===== config.mk =====
export PLATFORM = sky130hd
export DESIGN_NAME = acc_ctrl
export DESIGN_NICKNAME = d
export VERILOG_FILES = /design/src/common/acc_pkg.sv /design/src/core/acc_ctrl.sv /design/src/core/acc_fifo.sv
export SDC_FILE = /design/constraint.sdc
export NUM_CORES = 1
export LEC_CHECK = 0
export BUFFER_PORTS_ARGS = -buffer_cell sky130_fd_sc_hd__buf_2
export CAP_MARGIN = 40
export CELL_PAD_IN_SITES_DETAIL_PLACEMENT = 0
export CELL_PAD_IN_SITES_GLOBAL_PLACEMENT = 1
export CORE_MARGIN = 4
export CORE_UTILIZATION = 50
export CTS_CLUSTER_SIZE = 25
export DETAILED_ROUTE_END_ITERATION = 10
export GPL_TIMING_DRIVEN = 0
export PLACE_DENSITY_LB_ADDON = 0.1
export SYNTH_ARGS = -nofsm -noshare
export SYNTH_HDL_FRONTEND = slang
export SYNTH_SLANG_ARGS = --single-unit

===== constraint.sdc =====
create_clock -name mclk -period 5.7 [get_ports mclk]
set_input_delay 0.285 -clock mclk [delete_from_list [all_inputs] [get_ports mclk]]
set_output_delay 0.285 -clock mclk [all_outputs]
set_load 0.01 [all_outputs]

===== src/common/acc_pkg.sv =====
// constants and types for the converter control block
package acc_pkg;
  localparam int RES_W       = 12;   // result bits
  localparam int WORD_W      = 32;   // result register width
  localparam int RES_LSB     = 16;   // result field position
  localparam int FIFO_W      = 32;
  localparam int FIFO_D      = 16;
  localparam logic [2:0] DIV_RST  = 3'h1;  // divide by 2
  localparam logic [1:0] ACQ_RST  = 2'h2;  // eight clocks
  localparam logic [2:0] DIV_TEMP = 3'h5;  // divide by 32
  localparam logic [1:0] ACQ_TEMP = 2'h3;  // sixteen clocks
  localparam logic [2:0] DIV_MAX  = 3'h5;
  localparam logic [4:0] ACQ_BASE = 5'h02; // two clocks for code 00
  localparam logic [3:0] TEMP_CH  = 4'hf;  // temperature sensor channel
  localparam logic [3:0] BIT_TOP  = 4'hb;  // first bit trial index
  localparam logic [5:0] DIV_ONE  = 6'h01;
  // input configuration
  typedef enum logic [1:0] {
    ACC_MODE_DIFF   = 2'h0,
    ACC_MODE_SINGLE = 2'h1,
    ACC_MODE_PSEUDO = 2'h2
  } acc_mode_t;
  // trigger source
  typedef enum logic [2:0] {
    ACC_TRG_EXTPIN = 3'h0,
    ACC_TRG_TMR0   = 3'h1,
    ACC_TRG_TMR1   = 3'h2,
    ACC_TRG_SWSING = 3'h3,
    ACC_TRG_SWCONT = 3'h4,
    ACC_TRG_PLA    = 3'h5
  } acc_trig_t;
  // sequencer states, one hot
  typedef enum logic [3:0] {
    ACC_ST_IDLE  = 4'h1,
    ACC_ST_ACQ   = 4'h2,
    ACC_ST_TRIAL = 4'h4,
    ACC_ST_WRITE = 4'h8
  } acc_state_t;
endpackage : acc_pkg


===== src/core/acc_ctrl.sv =====
// converter control: triggers, sequencing, result coding, result queue
// Contract
// - resolve each sample to 12 bits by successive approximation, one result each.
// - support fully differential, single-ended and pseudo differential input configurations.
// - software starts one conversion or continuous conversions, chosen by configuration.
// - accept triggers from external start pin, logic array output, timer overflows.
// - temperature sensor is one extra selectable channel through same path.
// - single-ended and pseudo differential results are straight binary, 4096 steps.
// - fully differential results are twos complement, step two reference over 4096.
// - differential result is eleven bits plus sign, shifted right by one.
// - sequencing sustains one million samples per second at fastest settings.
// - result sits in bits 16 to 27, upper four bits filled with sign.
// - enable bit gates new starts; clearing does not stop continuous conversion.
// - temperature channel forces 16 acquisition clocks, divide 32, then restores.
// - acquisition field codes 00..11 give 2, 4, 8, 16 clocks; default 10.
`timescale 1ns/1ps
`default_nettype none
module acc_ctrl (
  input  wire logic        mclk,
  input  wire logic        rst_n,
  input  wire logic        convEnable,
  input  wire logic [1:0]  inputMode,
  input  wire logic [2:0]  trigSource,
  input  wire logic [2:0]  clkDivSel,
  input  wire logic [1:0]  acqTimeSel,
  input  wire logic [3:0]  channelSel,
  input  wire logic        swStart,
  input  wire logic        ext_start_pin_n,
  input  wire logic        programmable_logic_array_output,
  input  wire logic        timer0Overflow,
  input  wire logic        timer1Overflow,
  input  wire logic        cmpAbove,
  input  wire logic        resultRead,
  output logic             sampleHold_q,
  output logic             muxTemp_q,
  output logic [3:0]       muxChannel_q,
  output logic [1:0]       muxMode_q,
  output logic [11:0]      dacTrial_q,
  output logic             resultValid_q,
  output logic [31:0]      conversion_result_register,
  output logic             convComplete_q,
  output logic             busy_q,
  output logic             overrun_q
);
  acc_pkg::acc_state_t state_q;
  logic [11:0] sar_q;
  logic [3:0]  bitIdx_q;
  logic [5:0]  divCnt_q;
  logic [4:0]  acqCnt_q;
  logic [2:0]  divUse_q;
  logic [1:0]  acqUse_q;
  logic        contRun_q;
  logic        extPrev_q;
  logic        plaPrev_q;
  logic        trigHit;
  logic        startReq;
  logic        tick;
  logic [5:0]  divLoad;
  logic [4:0]  acqLoad;
  logic [11:0] trialNext;
  logic [31:0] resultWord;
  logic        fifoInReady;
  logic        fifoOutValid;
  logic [31:0] fifoOutData;
  logic        pushResult;
  logic        popResult;

  // pin and logic array trigger on edges, timer overflows on level; pin is active low so a falling edge starts
  always_comb begin
    case (acc_pkg::acc_trig_t'(trigSource))
      acc_pkg::ACC_TRG_EXTPIN: trigHit = extPrev_q && !ext_start_pin_n;
      acc_pkg::ACC_TRG_PLA:    trigHit = !plaPrev_q && programmable_logic_array_output;
      acc_pkg::ACC_TRG_TMR0:   trigHit = timer0Overflow;
      acc_pkg::ACC_TRG_TMR1:   trigHit = timer1Overflow;
      acc_pkg::ACC_TRG_SWSING: trigHit = swStart;
      acc_pkg::ACC_TRG_SWCONT: trigHit = swStart;
      default:                 trigHit = 1'b0;
    endcase
  end

  // enable only gates fresh starts; a running continuous series ignores it
  assign startReq = (trigHit && convEnable) || contRun_q;

  always_ff @(posedge mclk or negedge rst_n) begin
    if (!rst_n) begin
      extPrev_q <= 1'b1;
      plaPrev_q <= 1'b0;
    end else begin
      extPrev_q <= ext_start_pin_n;
      plaPrev_q <= programmable_logic_array_output;
    end
  end

  // continuous mode latch: set by a software start, dropped when mode changes
  always_ff @(posedge mclk or negedge rst_n) begin
    if (!rst_n) begin
      contRun_q <= 1'b0;
    end else if (acc_pkg::acc_trig_t'(trigSource) != acc_pkg::ACC_TRG_SWCONT) begin
      contRun_q <= 1'b0;
    end else if (swStart && convEnable) begin
      contRun_q <= 1'b1;
    end
  end

  // converter clock divider; temperature channel forces its own timing
  assign divLoad = (DIV_ONE_shift(divUse_q));
  assign tick    = (divCnt_q == acc_pkg::DIV_ONE);
  assign acqLoad = acc_pkg::ACQ_BASE << acqUse_q;

  function automatic logic [5:0] DIV_ONE_shift(input logic [2:0] sel);
    logic [2:0] s;
    s = (sel > acc_pkg::DIV_MAX) ? acc_pkg::DIV_MAX : sel;
    DIV_ONE_shift = acc_pkg::DIV_ONE << s;
  endfunction : DIV_ONE_shift

  always_ff @(posedge mclk or negedge rst_n) begin
    if (!rst_n) begin
      divCnt_q <= acc_pkg::DIV_ONE;
    end else if (tick || state_q == acc_pkg::ACC_ST_IDLE) begin
      divCnt_q <= divLoad;
    end else begin
      divCnt_q <= divCnt_q - 6'h01;
    end
  end

  // timing latched per conversion; user values return after temperature read
  always_ff @(posedge mclk or negedge rst_n) begin
    if (!rst_n) begin
      divUse_q <= acc_pkg::DIV_RST;
      acqUse_q <= acc_pkg::ACQ_RST;
    end else if (state_q == acc_pkg::ACC_ST_IDLE) begin
      if (channelSel == acc_pkg::TEMP_CH) begin
        divUse_q <= acc_pkg::DIV_TEMP;
        acqUse_q <= acc_pkg::ACQ_TEMP;
      end else begin
        divUse_q <= clkDivSel;
        acqUse_q <= acqTimeSel;
      end
    end
  end

  assign trialNext = sar_q | (12'h001 << bitIdx_q);

  // successive approximation sequencer
  always_ff @(posedge mclk or negedge rst_n) begin
    if (!rst_n) begin
      state_q      <= acc_pkg::ACC_ST_IDLE;
      sar_q        <= '0;
      bitIdx_q     <= '0;
      acqCnt_q     <= '0;
      sampleHold_q <= 1'b0;
      dacTrial_q   <= '0;
      muxChannel_q <= '0;
      muxTemp_q    <= 1'b0;
      muxMode_q    <= '0;
      busy_q       <= 1'b0;
    end else begin
      case (state_q)
        acc_pkg::ACC_ST_IDLE: begin
          busy_q       <= 1'b0;
          sampleHold_q <= 1'b0;
          if (startReq) begin
            muxChannel_q <= channelSel;
            muxTemp_q    <= (channelSel == acc_pkg::TEMP_CH);
            muxMode_q    <= inputMode;
            acqCnt_q     <= '0;
            busy_q       <= 1'b1;
            sampleHold_q <= 1'b1;
            state_q      <= acc_pkg::ACC_ST_ACQ;
          end
        end
        acc_pkg::ACC_ST_ACQ: begin
          if (acqCnt_q == 5'h00 && !tick) begin
            acqCnt_q <= 5'h00;
          end
          if (tick) begin
            acqCnt_q <= acqCnt_q + 5'h01;
            if (acqCnt_q + 5'h01 >= acqLoad) begin
              sampleHold_q <= 1'b0;
              sar_q        <= '0;
              bitIdx_q     <= acc_pkg::BIT_TOP;
              dacTrial_q   <= 12'h800;
              state_q      <= acc_pkg::ACC_ST_TRIAL;
            end
          end
        end
        acc_pkg::ACC_ST_TRIAL: begin
          if (tick) begin
            // keep the bit when the input sits above the trial level
            if (cmpAbove) sar_q[bitIdx_q] <= 1'b1;
            if (bitIdx_q == 4'h0) begin
              state_q <= acc_pkg::ACC_ST_WRITE;
            end else begin
              bitIdx_q   <= bitIdx_q - 4'h1;
              dacTrial_q <= (cmpAbove ? trialNext : sar_q) | (12'h001 << (bitIdx_q - 4'h1));
            end
          end
        end
        acc_pkg::ACC_ST_WRITE: begin
          // one cycle to hand the word to the queue; stalls while it is full
          if (fifoInReady) state_q <= acc_pkg::ACC_ST_IDLE;
        end
        default: state_q <= acc_pkg::ACC_ST_IDLE;
      endcase
    end
  end

  // result coding: differential flips the msb to twos complement, halves, extends sign
  always_comb begin
    resultWord = '0;
    if (acc_pkg::acc_mode_t'(muxMode_q) == acc_pkg::ACC_MODE_DIFF) begin
      resultWord[acc_pkg::RES_LSB +: acc_pkg::RES_W] =
        {~sar_q[11], ~sar_q[11], sar_q[10:1]};
      resultWord[acc_pkg::WORD_W-1 -: 4] = {4{~sar_q[11]}};
    end else begin
      resultWord[acc_pkg::RES_LSB +: acc_pkg::RES_W] = sar_q;
    end
  end

  assign pushResult = (state_q == acc_pkg::ACC_ST_WRITE);
  assign popResult  = resultRead || !resultValid_q;

  acc_fifo #(
    .WIDTH (acc_pkg::FIFO_W),
    .DEPTH (acc_pkg::FIFO_D)
  ) u_fifo (
    .mclk     (mclk),
    .rst_n    (rst_n),
    .inValid  (pushResult),
    .inReady  (fifoInReady),
    .inData   (resultWord),
    .outValid (fifoOutValid),
    .outReady (popResult),
    .outData  (fifoOutData)
  );

  // visible result register and completion flag; a new word beats the read clear
  always_ff @(posedge mclk or negedge rst_n) begin
    if (!rst_n) begin
      conversion_result_register <= '0;
      resultValid_q  <= 1'b0;
      convComplete_q <= 1'b0;
    end else if (popResult && fifoOutValid) begin
      conversion_result_register <= fifoOutData;
      resultValid_q  <= 1'b1;
      convComplete_q <= 1'b1;
    end else if (resultRead) begin
      resultValid_q  <= 1'b0;
      convComplete_q <= 1'b0;
    end
  end

  // overrun: queue full while a word waits
  always_ff @(posedge mclk or negedge rst_n) begin
    if (!rst_n) begin
      overrun_q <= 1'b0;
    end else begin
      overrun_q <= pushResult && !fifoInReady;
    end
  end

  AST_TEMP_TIMING: assert property (@(posedge mclk) disable iff (!rst_n)
    (state_q == acc_pkg::ACC_ST_IDLE && channelSel == acc_pkg::TEMP_CH) |=>
      (divUse_q == acc_pkg::DIV_TEMP && acqUse_q == acc_pkg::ACQ_TEMP))
    else $error("temperature timing not forced");
  AST_ENABLE_GATE: assert property (@(posedge mclk) disable iff (!rst_n)
    (state_q == acc_pkg::ACC_ST_IDLE && !convEnable && !contRun_q) |=> !busy_q)
    else $error("start taken while disabled");
  AST_COMPLETE_CLR: assert property (@(posedge mclk) disable iff (!rst_n)
    (resultRead && !fifoOutValid) |=> !convComplete_q)
    else $error("complete flag not cleared by read");
  AST_SIGN_FILL: assert property (@(posedge mclk) disable iff (!rst_n)
    pushResult |-> (resultWord[31:28] == ((acc_pkg::acc_mode_t'(muxMode_q) == acc_pkg::ACC_MODE_DIFF) ?
      {4{resultWord[27]}} : 4'h0)))
    else $error("upper bits not sign filled");
  AST_TRIAL_COUNT: assert property (@(posedge mclk) disable iff (!rst_n)
    $rose(state_q == acc_pkg::ACC_ST_TRIAL) |-> bitIdx_q == acc_pkg::BIT_TOP)
    else $error("trial does not start at top bit");
  AST_HOLD_ACQ: assert property (@(posedge mclk) disable iff (!rst_n)
    (state_q == acc_pkg::ACC_ST_ACQ) |-> sampleHold_q)
    else $error("sampling dropped during acquisition");
  AST_EXT_EDGE: assert property (@(posedge mclk) disable iff (!rst_n)
    (state_q == acc_pkg::ACC_ST_IDLE && convEnable && trigSource == 3'h0 && extPrev_q && !ext_start_pin_n)
      |=> state_q == acc_pkg::ACC_ST_ACQ)
    else $error("pin start missed");
  AST_WRITE_ONE: assert property (@(posedge mclk) disable iff (!rst_n)
    (state_q == acc_pkg::ACC_ST_WRITE && fifoInReady) |=> state_q == acc_pkg::ACC_ST_IDLE)
    else $error("result written more than once");
endmodule : acc_ctrl
`default_nettype wire


===== src/core/acc_fifo.sv =====
// small flip-flop fifo with valid/ready on both sides
`timescale 1ns/1ps
`default_nettype none
module acc_fifo #(
  parameter int WIDTH = 32,
  parameter int DEPTH = 16
) (
  input  wire logic             mclk,
  input  wire logic             rst_n,
  input  wire logic             inValid,
  output logic                  inReady,
  input  wire logic [WIDTH-1:0] inData,
  output logic                  outValid,
  input  wire logic             outReady,
  output logic      [WIDTH-1:0] outData
);
  localparam int AW = $clog2(DEPTH);
  logic [WIDTH-1:0] mem_q [DEPTH];
  logic [AW-1:0]    wrPtr_q;
  logic [AW-1:0]    rdPtr_q;
  logic [AW:0]      count_q;
  logic             push;
  logic             pop;

  // honest full and empty straight from the count
  assign inReady  = (count_q != (AW+1)'(DEPTH));
  assign outValid = (count_q != '0);
  assign outData  = mem_q[rdPtr_q];
  assign push     = inValid && inReady;
  assign pop      = outValid && outReady;

  // storage, written by index
  always_ff @(posedge mclk) begin
    if (push) begin
      mem_q[wrPtr_q] <= inData;
    end
  end

  // pointers and fill level
  always_ff @(posedge mclk or negedge rst_n) begin
    if (!rst_n) begin
      wrPtr_q <= '0;
      rdPtr_q <= '0;
      count_q <= '0;
    end else begin
      if (push) wrPtr_q <= wrPtr_q + 1'b1;
      if (pop) rdPtr_q <= rdPtr_q + 1'b1;
      count_q <= count_q + (AW+1)'(push) - (AW+1)'(pop);
    end
  end
endmodule : acc_fifo
`default_nettype wire


==> results.tsv, run 1 <==
metric	value	unit
ports placed on the boundary	80	
flip-flop cell with the highest count after synthesis	sky130_fd_sc_hd__edfxtp_1	
initial detailed-routing violation count	514	
DIE AREA	0.0278	mm2
top cell type's share of synthesized area	0.495	
HPWL after detailed placement	19.0	mm
startpoint of the worst hold path	trigSource[2]	
portion of the post-synthesis area used by sequential elements	0.670	
routability-driven placement congestion ratio	0.851	
hold slack final	0.0721	ns
sinks on the clock net	296	
Port Buf Inserts	63	
remaining number of nets flagged by the antenna check after routing	0	
maximum frequency from static timing analysis	304	MHz
vertical die dimension	167	um
path type of the worst min-delay path	input pin to flip-flop	
arrival time worst endpoint	3.73	ns
number of filler instances in the final layout	1876	
detailed-router iteration count before antenna repair	5	
top cells by count, synth	sky130_fd_sc_hd__edfxtp_1, sky130_fd_sc_hd__dfrtp_1, sky130_fd_sc_hd__mux4_2	
clock insertion delay at the later pin of the skew report	0.56	ns
nature of the critical path endpoint	flip-flop	
CTS resizes	0	
ratio of total power to cell area	438	mW/mm2
CP Max Fanout	7	
Post-synth EDFFs	208	
H-Tree Depth	1	
first-pass GRT wire length	42.6	mm
setup slack after placement	2.39	ns
clock tree skew after final layout	0.0155	ns
Starting Density	0.514	
n_diodes	0	
average detailed-routed wire length per instance	21.2	um
endpoint of the worst-slack reg-to-reg timing path	u_fifo.count_q[4]	
clock tree from TritonCTS	done	
number of register bits inferred by synthesis	296	
TritonCTS buffer count	31	
final wirelength	26.9	mm
number of pins with negative max-slew slack in the final report	0	
Root Buffer Master	sky130_fd_sc_hd__clkbuf_16	
Max transition margin	0.402	
leakage component of the power	5.59	nW
time the worst path needs with I/O delays and setup	3.29	ns
CP Launch Type	flip-flop	
number of vias per cell	5.62	
crit path setup slack, layout	2.41	ns
Std-Cell Rows	57	
total global routing overflow	0	
largest net degree at the start of global routing	69	
max-cap check violation count	0	
Worst Max-Slew Pin Slew	0.897	ns
antenna violations before repair	0	
ratio of cells with drive above 1 in the final layout	0.261	
post-synthesis instance area	0.0126	mm2
Warnings, synthesis	0	
total global-route track usage	0.195	
library cell with the largest summed area after synthesis	sky130_fd_sc_hd__edfxtp_1	
slack of the worst reg-to-reg path	2.41	ns
count of endpoints failing hold in the final timing report	0	
power after layout	6.46	mW
IR drop worst, VDD	0.000289	V
number of instances on the worst hold path	2	
Async S/R FF share, synth	0.297	
outcome	completed	
instance count of the mapped netlist	784	
Longest Clk Path Bufs	3	
horizontal die dimension	167	um
required time at the endpoint of the critical path	6.14	ns
count of buffers added by post-CTS timing repair for setup	0	
count of final setup violators	0	
launch instance of the worst register-to-register path	u_fifo.count_q[2]	
core occupancy in the finished layout	0.601	
number of remaining DRC errors	0	
Avg Synthesized Cell Area	16.1	um2
net count reported at finish	977	
largest cells by area after synthesis	sky130_fd_sc_hd__edfxtp_1, sky130_fd_sc_hd__dfrtp_1, sky130_fd_sc_hd__mux4_2	
hold-fix buffers at CTS	15	
worst-case reg-to-reg path depth	15	
Vias	7146	
category of the critical setup timing path	flip-flop to flip-flop	
capture endpoint of the worst hold path	contRun_q	
final critical-path share of the clock period	0.577	
number of distinct library cell variants in the gate-level netlist after synthesis	64	
setup repair after global routing missed its margin	no	
Clk pin slew, worst setup/hold paths	0.06	ns
library cell with the highest instance count after synthesis	sky130_fd_sc_hd__edfxtp_1	
sum of negative setup slack	0	ns
vias in the first global route	7515	
Floorplan Core Area	0.0245	mm2
Layout area overhead	16.8	%
[stage by stage]
| stage | instance area, um2 | cells |
|---|---|---|
| floorplan | 12700 | 799 |
| global placement | 13400 | 1186 |
| detailed placement | 13600 | 1198 |
| CTS | 14700 | 1271 |
| global route | 14700 | 1271 |
| finish | 14700 | 1271 |
[worst max-delay path by stage]
stage / depth (start not counted) / from / end / slack [ns]
global route: 15 / u_fifo.count_q[2] / u_fifo.count_q[4] / 2.10
finish: 15 / u_fifo.count_q[2] / u_fifo.count_q[4] / 2.41
detailed placement: 15 / u_fifo.count_q[2] / u_fifo.count_q[4] / 2.39
CTS: 15 / u_fifo.count_q[2] / u_fifo.count_q[4] / 2.37
global placement: 6 / u_fifo.count_q[2] / u_fifo.mem_q[5][5] / 1.80
floorplan: 6 / u_fifo.count_q[2] / u_fifo.mem_q[4][0] / 3.14
[kinds of logic (layout without fill, tap and decap cells)]
family,after synthesis,in the layout,share of synthesized area
other,1,16,0.000297
AO/OA/AOI/OAI,120,120,0.0660
adder cells (fa/ha/maj),31,31,0.0314
AND/OR/NAND/NOR,143,143,0.0593
flip-flops,296,296,0.670
multiplexers,96,96,0.129
XOR/XNOR,17,17,0.0118
buffers and inverters,80,228,0.0313
[power breakdown]
| group | internal (mW) | switching (mW) | total (mW) |
|---|---|---|---|
| combinational | 0.759 | 0.995 | 1.75 |
| clock | 1.17 | 0.823 | 1.99 |
| sequential | 2.57 | 0.144 | 2.71 |
[worst max-delay path: stages (launching register included)]
cell                      delay [ns]
sky130_fd_sc_hd__dfrtp_1        0.38
sky130_fd_sc_hd__inv_1          0.10
sky130_fd_sc_hd__ha_1           0.17
sky130_fd_sc_hd__nor4b_1        0.51
sky130_fd_sc_hd__a21o_1         0.33
sky130_fd_sc_hd__inv_1          0.25
sky130_fd_sc_hd__ha_1           0.35
sky130_fd_sc_hd__inv_1          0.06
sky130_fd_sc_hd__ha_1           0.16
sky130_fd_sc_hd__inv_1          0.06
sky130_fd_sc_hd__fa_1           0.40
sky130_fd_sc_hd__inv_1          0.08
sky130_fd_sc_hd__a21oi_1        0.07
sky130_fd_sc_hd__nor2_1         0.09
sky130_fd_sc_hd__nor2_1         0.05
sky130_fd_sc_hd__xnor2_1        0.11
[cell type report]
class | count | area, um2 | share of cell area
buffer | 49 | 278 | 0.0189
clock inverter | 16 | 164 | 0.0111
timing repair buffer | 90 | 609 | 0.0414
sequential | 296 | 8450 | 0.574
inverter | 31 | 116 | 0.00790
tap | 324 | 405 | 0.0275
clock buffer | 42 | 867 | 0.0588
multi-input combinational | 423 | 3840 | 0.261
[cell usage in the layout (no fill, tap or decap), types with 16 or more instances in the layout]
cell / count
sky130_fd_sc_hd__nand2_1: 38
sky130_fd_sc_hd__edfxtp_1: 208
sky130_fd_sc_hd__a21o_1: 18
sky130_fd_sc_hd__clkbuf_1: 18
sky130_fd_sc_hd__conb_1: 16
sky130_fd_sc_hd__inv_1: 31
sky130_fd_sc_hd__mux2_2: 17
sky130_fd_sc_hd__dfrtp_1: 83
sky130_fd_sc_hd__nor2_1: 36
sky130_fd_sc_hd__buf_4: 23
sky130_fd_sc_hd__buf_2: 72
sky130_fd_sc_hd__clkbuf_16: 31
sky130_fd_sc_hd__ha_1: 30
sky130_fd_sc_hd__a21oi_1: 17
sky130_fd_sc_hd__mux2i_1: 27
sky130_fd_sc_hd__mux4_2: 52
[flip-flops by register name, indices dropped and copies added, names as in the netlist, 5 cells and up]
register                    cells
acqCnt_q                        5
conversion_result_register     13
dacTrial_q                     12
divCnt_q                        6
sar_q                          12
u_fifo.count_q                  5
u_fifo.mem_q                  208
[metal layers]
| metal | vias to the layer above | wire length [um] | track usage |
|---|---|---|---|
| li1 | 3280 | - | - |
| met1 | 3624 | 11100 | 0.256 |
| met2 | 191 | 13700 | 0.337 |
| met3 | 51 | 1280 | 0.0318 |
| met4 | 0 | 819 | 0.0619 |
| met5 | - | 0 | 0 |
Power figures use the tool's default switching activity.
==> run 2, diff against run 1 <==
- ABC_AREA: unset -> 1
- CORE_UTILIZATION: 50 -> 48
- clock period: 5.7 -> 3.41 ns (I/O delays scaled with it)
==> run 2 against run 1 <==
Cell area grew 6.3%. Combinational power rose to 2.7 times the previous value. Global-route usage is 1.5 points higher. Fmax grew 8.9%. Sequential share of layout area decreased by 3.4 points. Worst setup slack worse by 2.0 ns. Wire length up 19%. Register-to-register slack got worse by 2.0 ns. Die area is 10% higher. Worst hold slack worse by 0.025 ns. Clock power increased by 57%. Cell count is 46% higher.
==> results.tsv, run 2 <==
metric	value	unit
compound-cell area share of the yosys netlist	0.0841	
Starting Density	0.492	
HPWL after detailed placement	23.3	mm
clock tree skew after final layout	0.0220	ns
Floorplan Core Area	0.0273	mm2
parity-gate share of the synthesized area counting xor and xnor cells	0.0105	
Max Used Layer	met4	
category of the critical setup timing path	flip-flop to flip-flop	
max-cap check violation count	0	
final critical-path share of the clock period	0.886	
outcome	completed	
Storage cell area	0.00845	mm2
nature of the critical path endpoint	flip-flop	
CP Launch Type	flip-flop	
remaining number of nets flagged by the antenna check after routing	0	
Port Buf Inserts	63	
registers with the highest flip-flop counts	u_fifo.mem_q (208), conversion_result_register (13)	
count of endpoints failing hold in the final timing report	0	
net count reported at finish	1513	
clock insertion delay at the later pin of the skew report	0.57	ns
final wirelength	32.0	mm
Max transition margin	0.438	
detailed-router iteration count before antenna repair	5	
Root Buffer Master	sky130_fd_sc_hd__clkbuf_16	
Vias	9441	
vertical die dimension	175	um
top cell type's share of synthesized area	0.466	
combined area of the multi-input logic cells	0.00422	mm2
Layout area overhead	16.8	%
count of buffers added by post-CTS timing repair for setup	0	
number of distinct library cell variants in the gate-level netlist after synthesis	36	
Post-Place Cell Area	0.0145	mm2
setup repair after global routing missed its margin	no	
ports placed on the boundary	80	
H-Tree Depth	1	
number of instances on the worst hold path	4	
IR drop worst, VDD	0.000457	V
portion of the post-synthesis area used by sequential elements	0.630	
number of remaining DRC errors	0	
most used cells in the layout excluding fill and tap cells	sky130_fd_sc_hd__nand2_1, sky130_fd_sc_hd__nor2_1, sky130_fd_sc_hd__edfxtp_1	
library cell with the highest instance count after synthesis	sky130_fd_sc_hd__nand2_1	
number of vias per cell	5.09	
horizontal die dimension	175	um
ratio of total power to cell area	790	mW/mm2
maximum frequency from static timing analysis	331	MHz
top cells by count, synth	sky130_fd_sc_hd__nand2_1, sky130_fd_sc_hd__nor2_1, sky130_fd_sc_hd__edfxtp_1	
Std-Cell Rows	60	
antenna violations before repair	0	
Worst Max-Slew Pin Slew	0.838	ns
routability-driven placement congestion ratio	0.833	
worst-case reg-to-reg path depth	13	
total global routing overflow	0	
number of flip-flops under the largest register name	208	
fraction of synthesized area in multiplexers	0	
Warnings, synthesis	0	
largest net degree at the start of global routing	56	
Async S/R FF share, synth	0.297	
largest cells by area after synthesis	sky130_fd_sc_hd__edfxtp_1, sky130_fd_sc_hd__dfrtp_1, sky130_fd_sc_hd__nand2_1	
number of filler instances in the final layout	2384	
vias in the first global route	9327	
total global-route track usage	0.210	
largest family of logic cells by synthesized area	simple AND/OR/NAND/NOR gates	
DIE AREA	0.0307	mm2
TritonCTS buffer count	31	
Longest Clk Path Bufs	3	
most common cell after layout, fill and taps aside	sky130_fd_sc_hd__nand2_1	
arrival time worst endpoint	3.50	ns
first-pass GRT wire length	51.1	mm
average detailed-routed wire length per instance	17.2	um
count of final setup violators	0	
Met1 Wirelength	14.3	mm
library cell with the largest summed area after synthesis	sky130_fd_sc_hd__edfxtp_1	
critical path's slowest cell	sky130_fd_sc_hd__fa_1	
routed wire length on met2	14.7	mm
initial detailed-routing violation count	726	
number of pins with negative max-slew slack in the final report	0	
n_diodes	0	
worst-path cell chain	inv_1 > ha_1 > nand4_1 > nand2_2 > clkinv_1 > buf_2 > ha_1 > inv_1 > ha_1 > inv_1 > fa_1 > o21ai_0 > xor2_1	
delay of the slowest cell on the worst path	0.41	ns
required time at the endpoint of the critical path	3.89	ns
flip-flop cell with the highest count after synthesis	sky130_fd_sc_hd__edfxtp_1	
instance count of the mapped netlist	1302	
time the worst path needs with I/O delays and setup	3.02	ns
met3 wire len	1.64	mm
post-synthesis instance area	0.0134	mm2
adder and majority gate portion of the synthesized area	0.0295	
Clk pin slew, worst setup/hold paths	0.06	ns
number of register bits inferred by synthesis	296	
post-route design area	0.0157	mm2
path type of the worst min-delay path	input pin to flip-flop	
ratio of cells with drive above 1 in the final layout	0.155	
synthesized-area fraction occupied by and/or/nand/nor cells	0.185	
clock tree from TritonCTS	done	
sinks on the clock net	296	
Post-synth EDFFs	208	
Avg Synthesized Cell Area	10.3	um2
CP Max Fanout	10	
sum of negative setup slack	0	ns
leakage component of the power	6.65	nW
largest register by flop count	u_fifo.mem_q	
==> run 2: changes by cell type after synthesis, moves of 14 or more <==
cell                       previous run  this run
sky130_fd_sc_hd__o21ai_0             15       151
sky130_fd_sc_hd__nand4_1              3        21
sky130_fd_sc_hd__mux2_2              17         0
sky130_fd_sc_hd__inv_1               31        80
sky130_fd_sc_hd__mux4_2              52         0
sky130_fd_sc_hd__and2_1              14         0
sky130_fd_sc_hd__o211ai_1             0        26
sky130_fd_sc_hd__a21o_1              18         0
sky130_fd_sc_hd__nor2_1              37       214
sky130_fd_sc_hd__mux2i_1             27         0
sky130_fd_sc_hd__nand3_1              8        85
sky130_fd_sc_hd__nand2_1             38       241
==> run 2: timing repair <==
action,4_1_cts,5_1_grt
hold buffers,17,0
hold endpoints to repair,65,0
resized for setup,0,1
setup endpoints to repair,0,1
==> run 2: logic make-up after synthesis <==
family | Yosys count
DFF | 296
buffers and inverters | 168
xor gates and xnor gates | 16
other | 1
AOI/OAI and AO/OA | 205
and+or+nand+nor | 585
adders and majority gates | 31
==> run 2: power breakdown <==
group | switching [mW] | leakage (nW) | internal (mW)
Sequential | 0.245 | 3.13 | 4.34
Clock | 1.38 | 0.457 | 1.74
Combinational | 3.11 | 3.06 | 1.56
Total | 4.74 | 6.65 | 7.64
==> run 2: path summary, 6_finish.rpt <==
kind / endpoint / slack [ns] / start
worst max-delay path: u_fifo.count_q[4] / 0.39 / u_fifo.count_q[3]
worst min-delay path: state_q[0] / 0.05 / convEnable
worst max register to register: u_fifo.count_q[4] / 0.39 / u_fifo.count_q[3]
worst min register to register: muxChannel_q[2] / 0.47 / muxChannel_q[2]
max in group asynchronous: u_fifo.count_q[1] / 2.50 / rst_n
min in group asynchronous: plaPrev_q / 0.22 / rst_n
==> run 2: metrics by stage <==
stage                     utilization  setup WS (ns)  hold slack (ns)  power [mW]  cells
final                           0.575          0.388           0.0469        12.4   1854
after global routing            0.575         0.0726           0.0608        13.3   1854
after CTS                       0.574          0.150           0.0254        12.5   1853
after detailed placement        0.533          0.166            0.288        9.33   1779
after global placement          0.523          0.196            0.287        9.24   1752
after floorplan                     -          0.826           -0.125        7.79   1317
==> run 2: worst max-delay path, delay by kind of cell, from the launching register on <==
family,cells,cell delay [ns]
AOI/OAI and AO/OA,1,0.23
adders and majority gates,4,1.03
DFF,1,0.39
and+or+nand+nor,2,0.37
buffers and inverters,5,0.75
xor gates and xnor gates,1,0.16
==> run 2: layer usage <==
| metal | vias to the layer above | global-route usage |
|---|---|---|
| met2 | 250 | 0.341 |
| met5 | - | 0 |
| met1 | 4430 | 0.294 |
| met4 | 0 | 0.0730 |
| li1 | 4691 | - |
| met3 | 70 | 0.0288 |
==> run 2: final cells by class <==
class                      count  area share
multi-input combinational    853       0.269
tap                          372      0.0297
timing repair buffer         108      0.0495
buffer                        78      0.0299
clock buffer                  35      0.0505
clock inverter                22     0.00959
inverter                      90      0.0216
sequential                   296       0.540
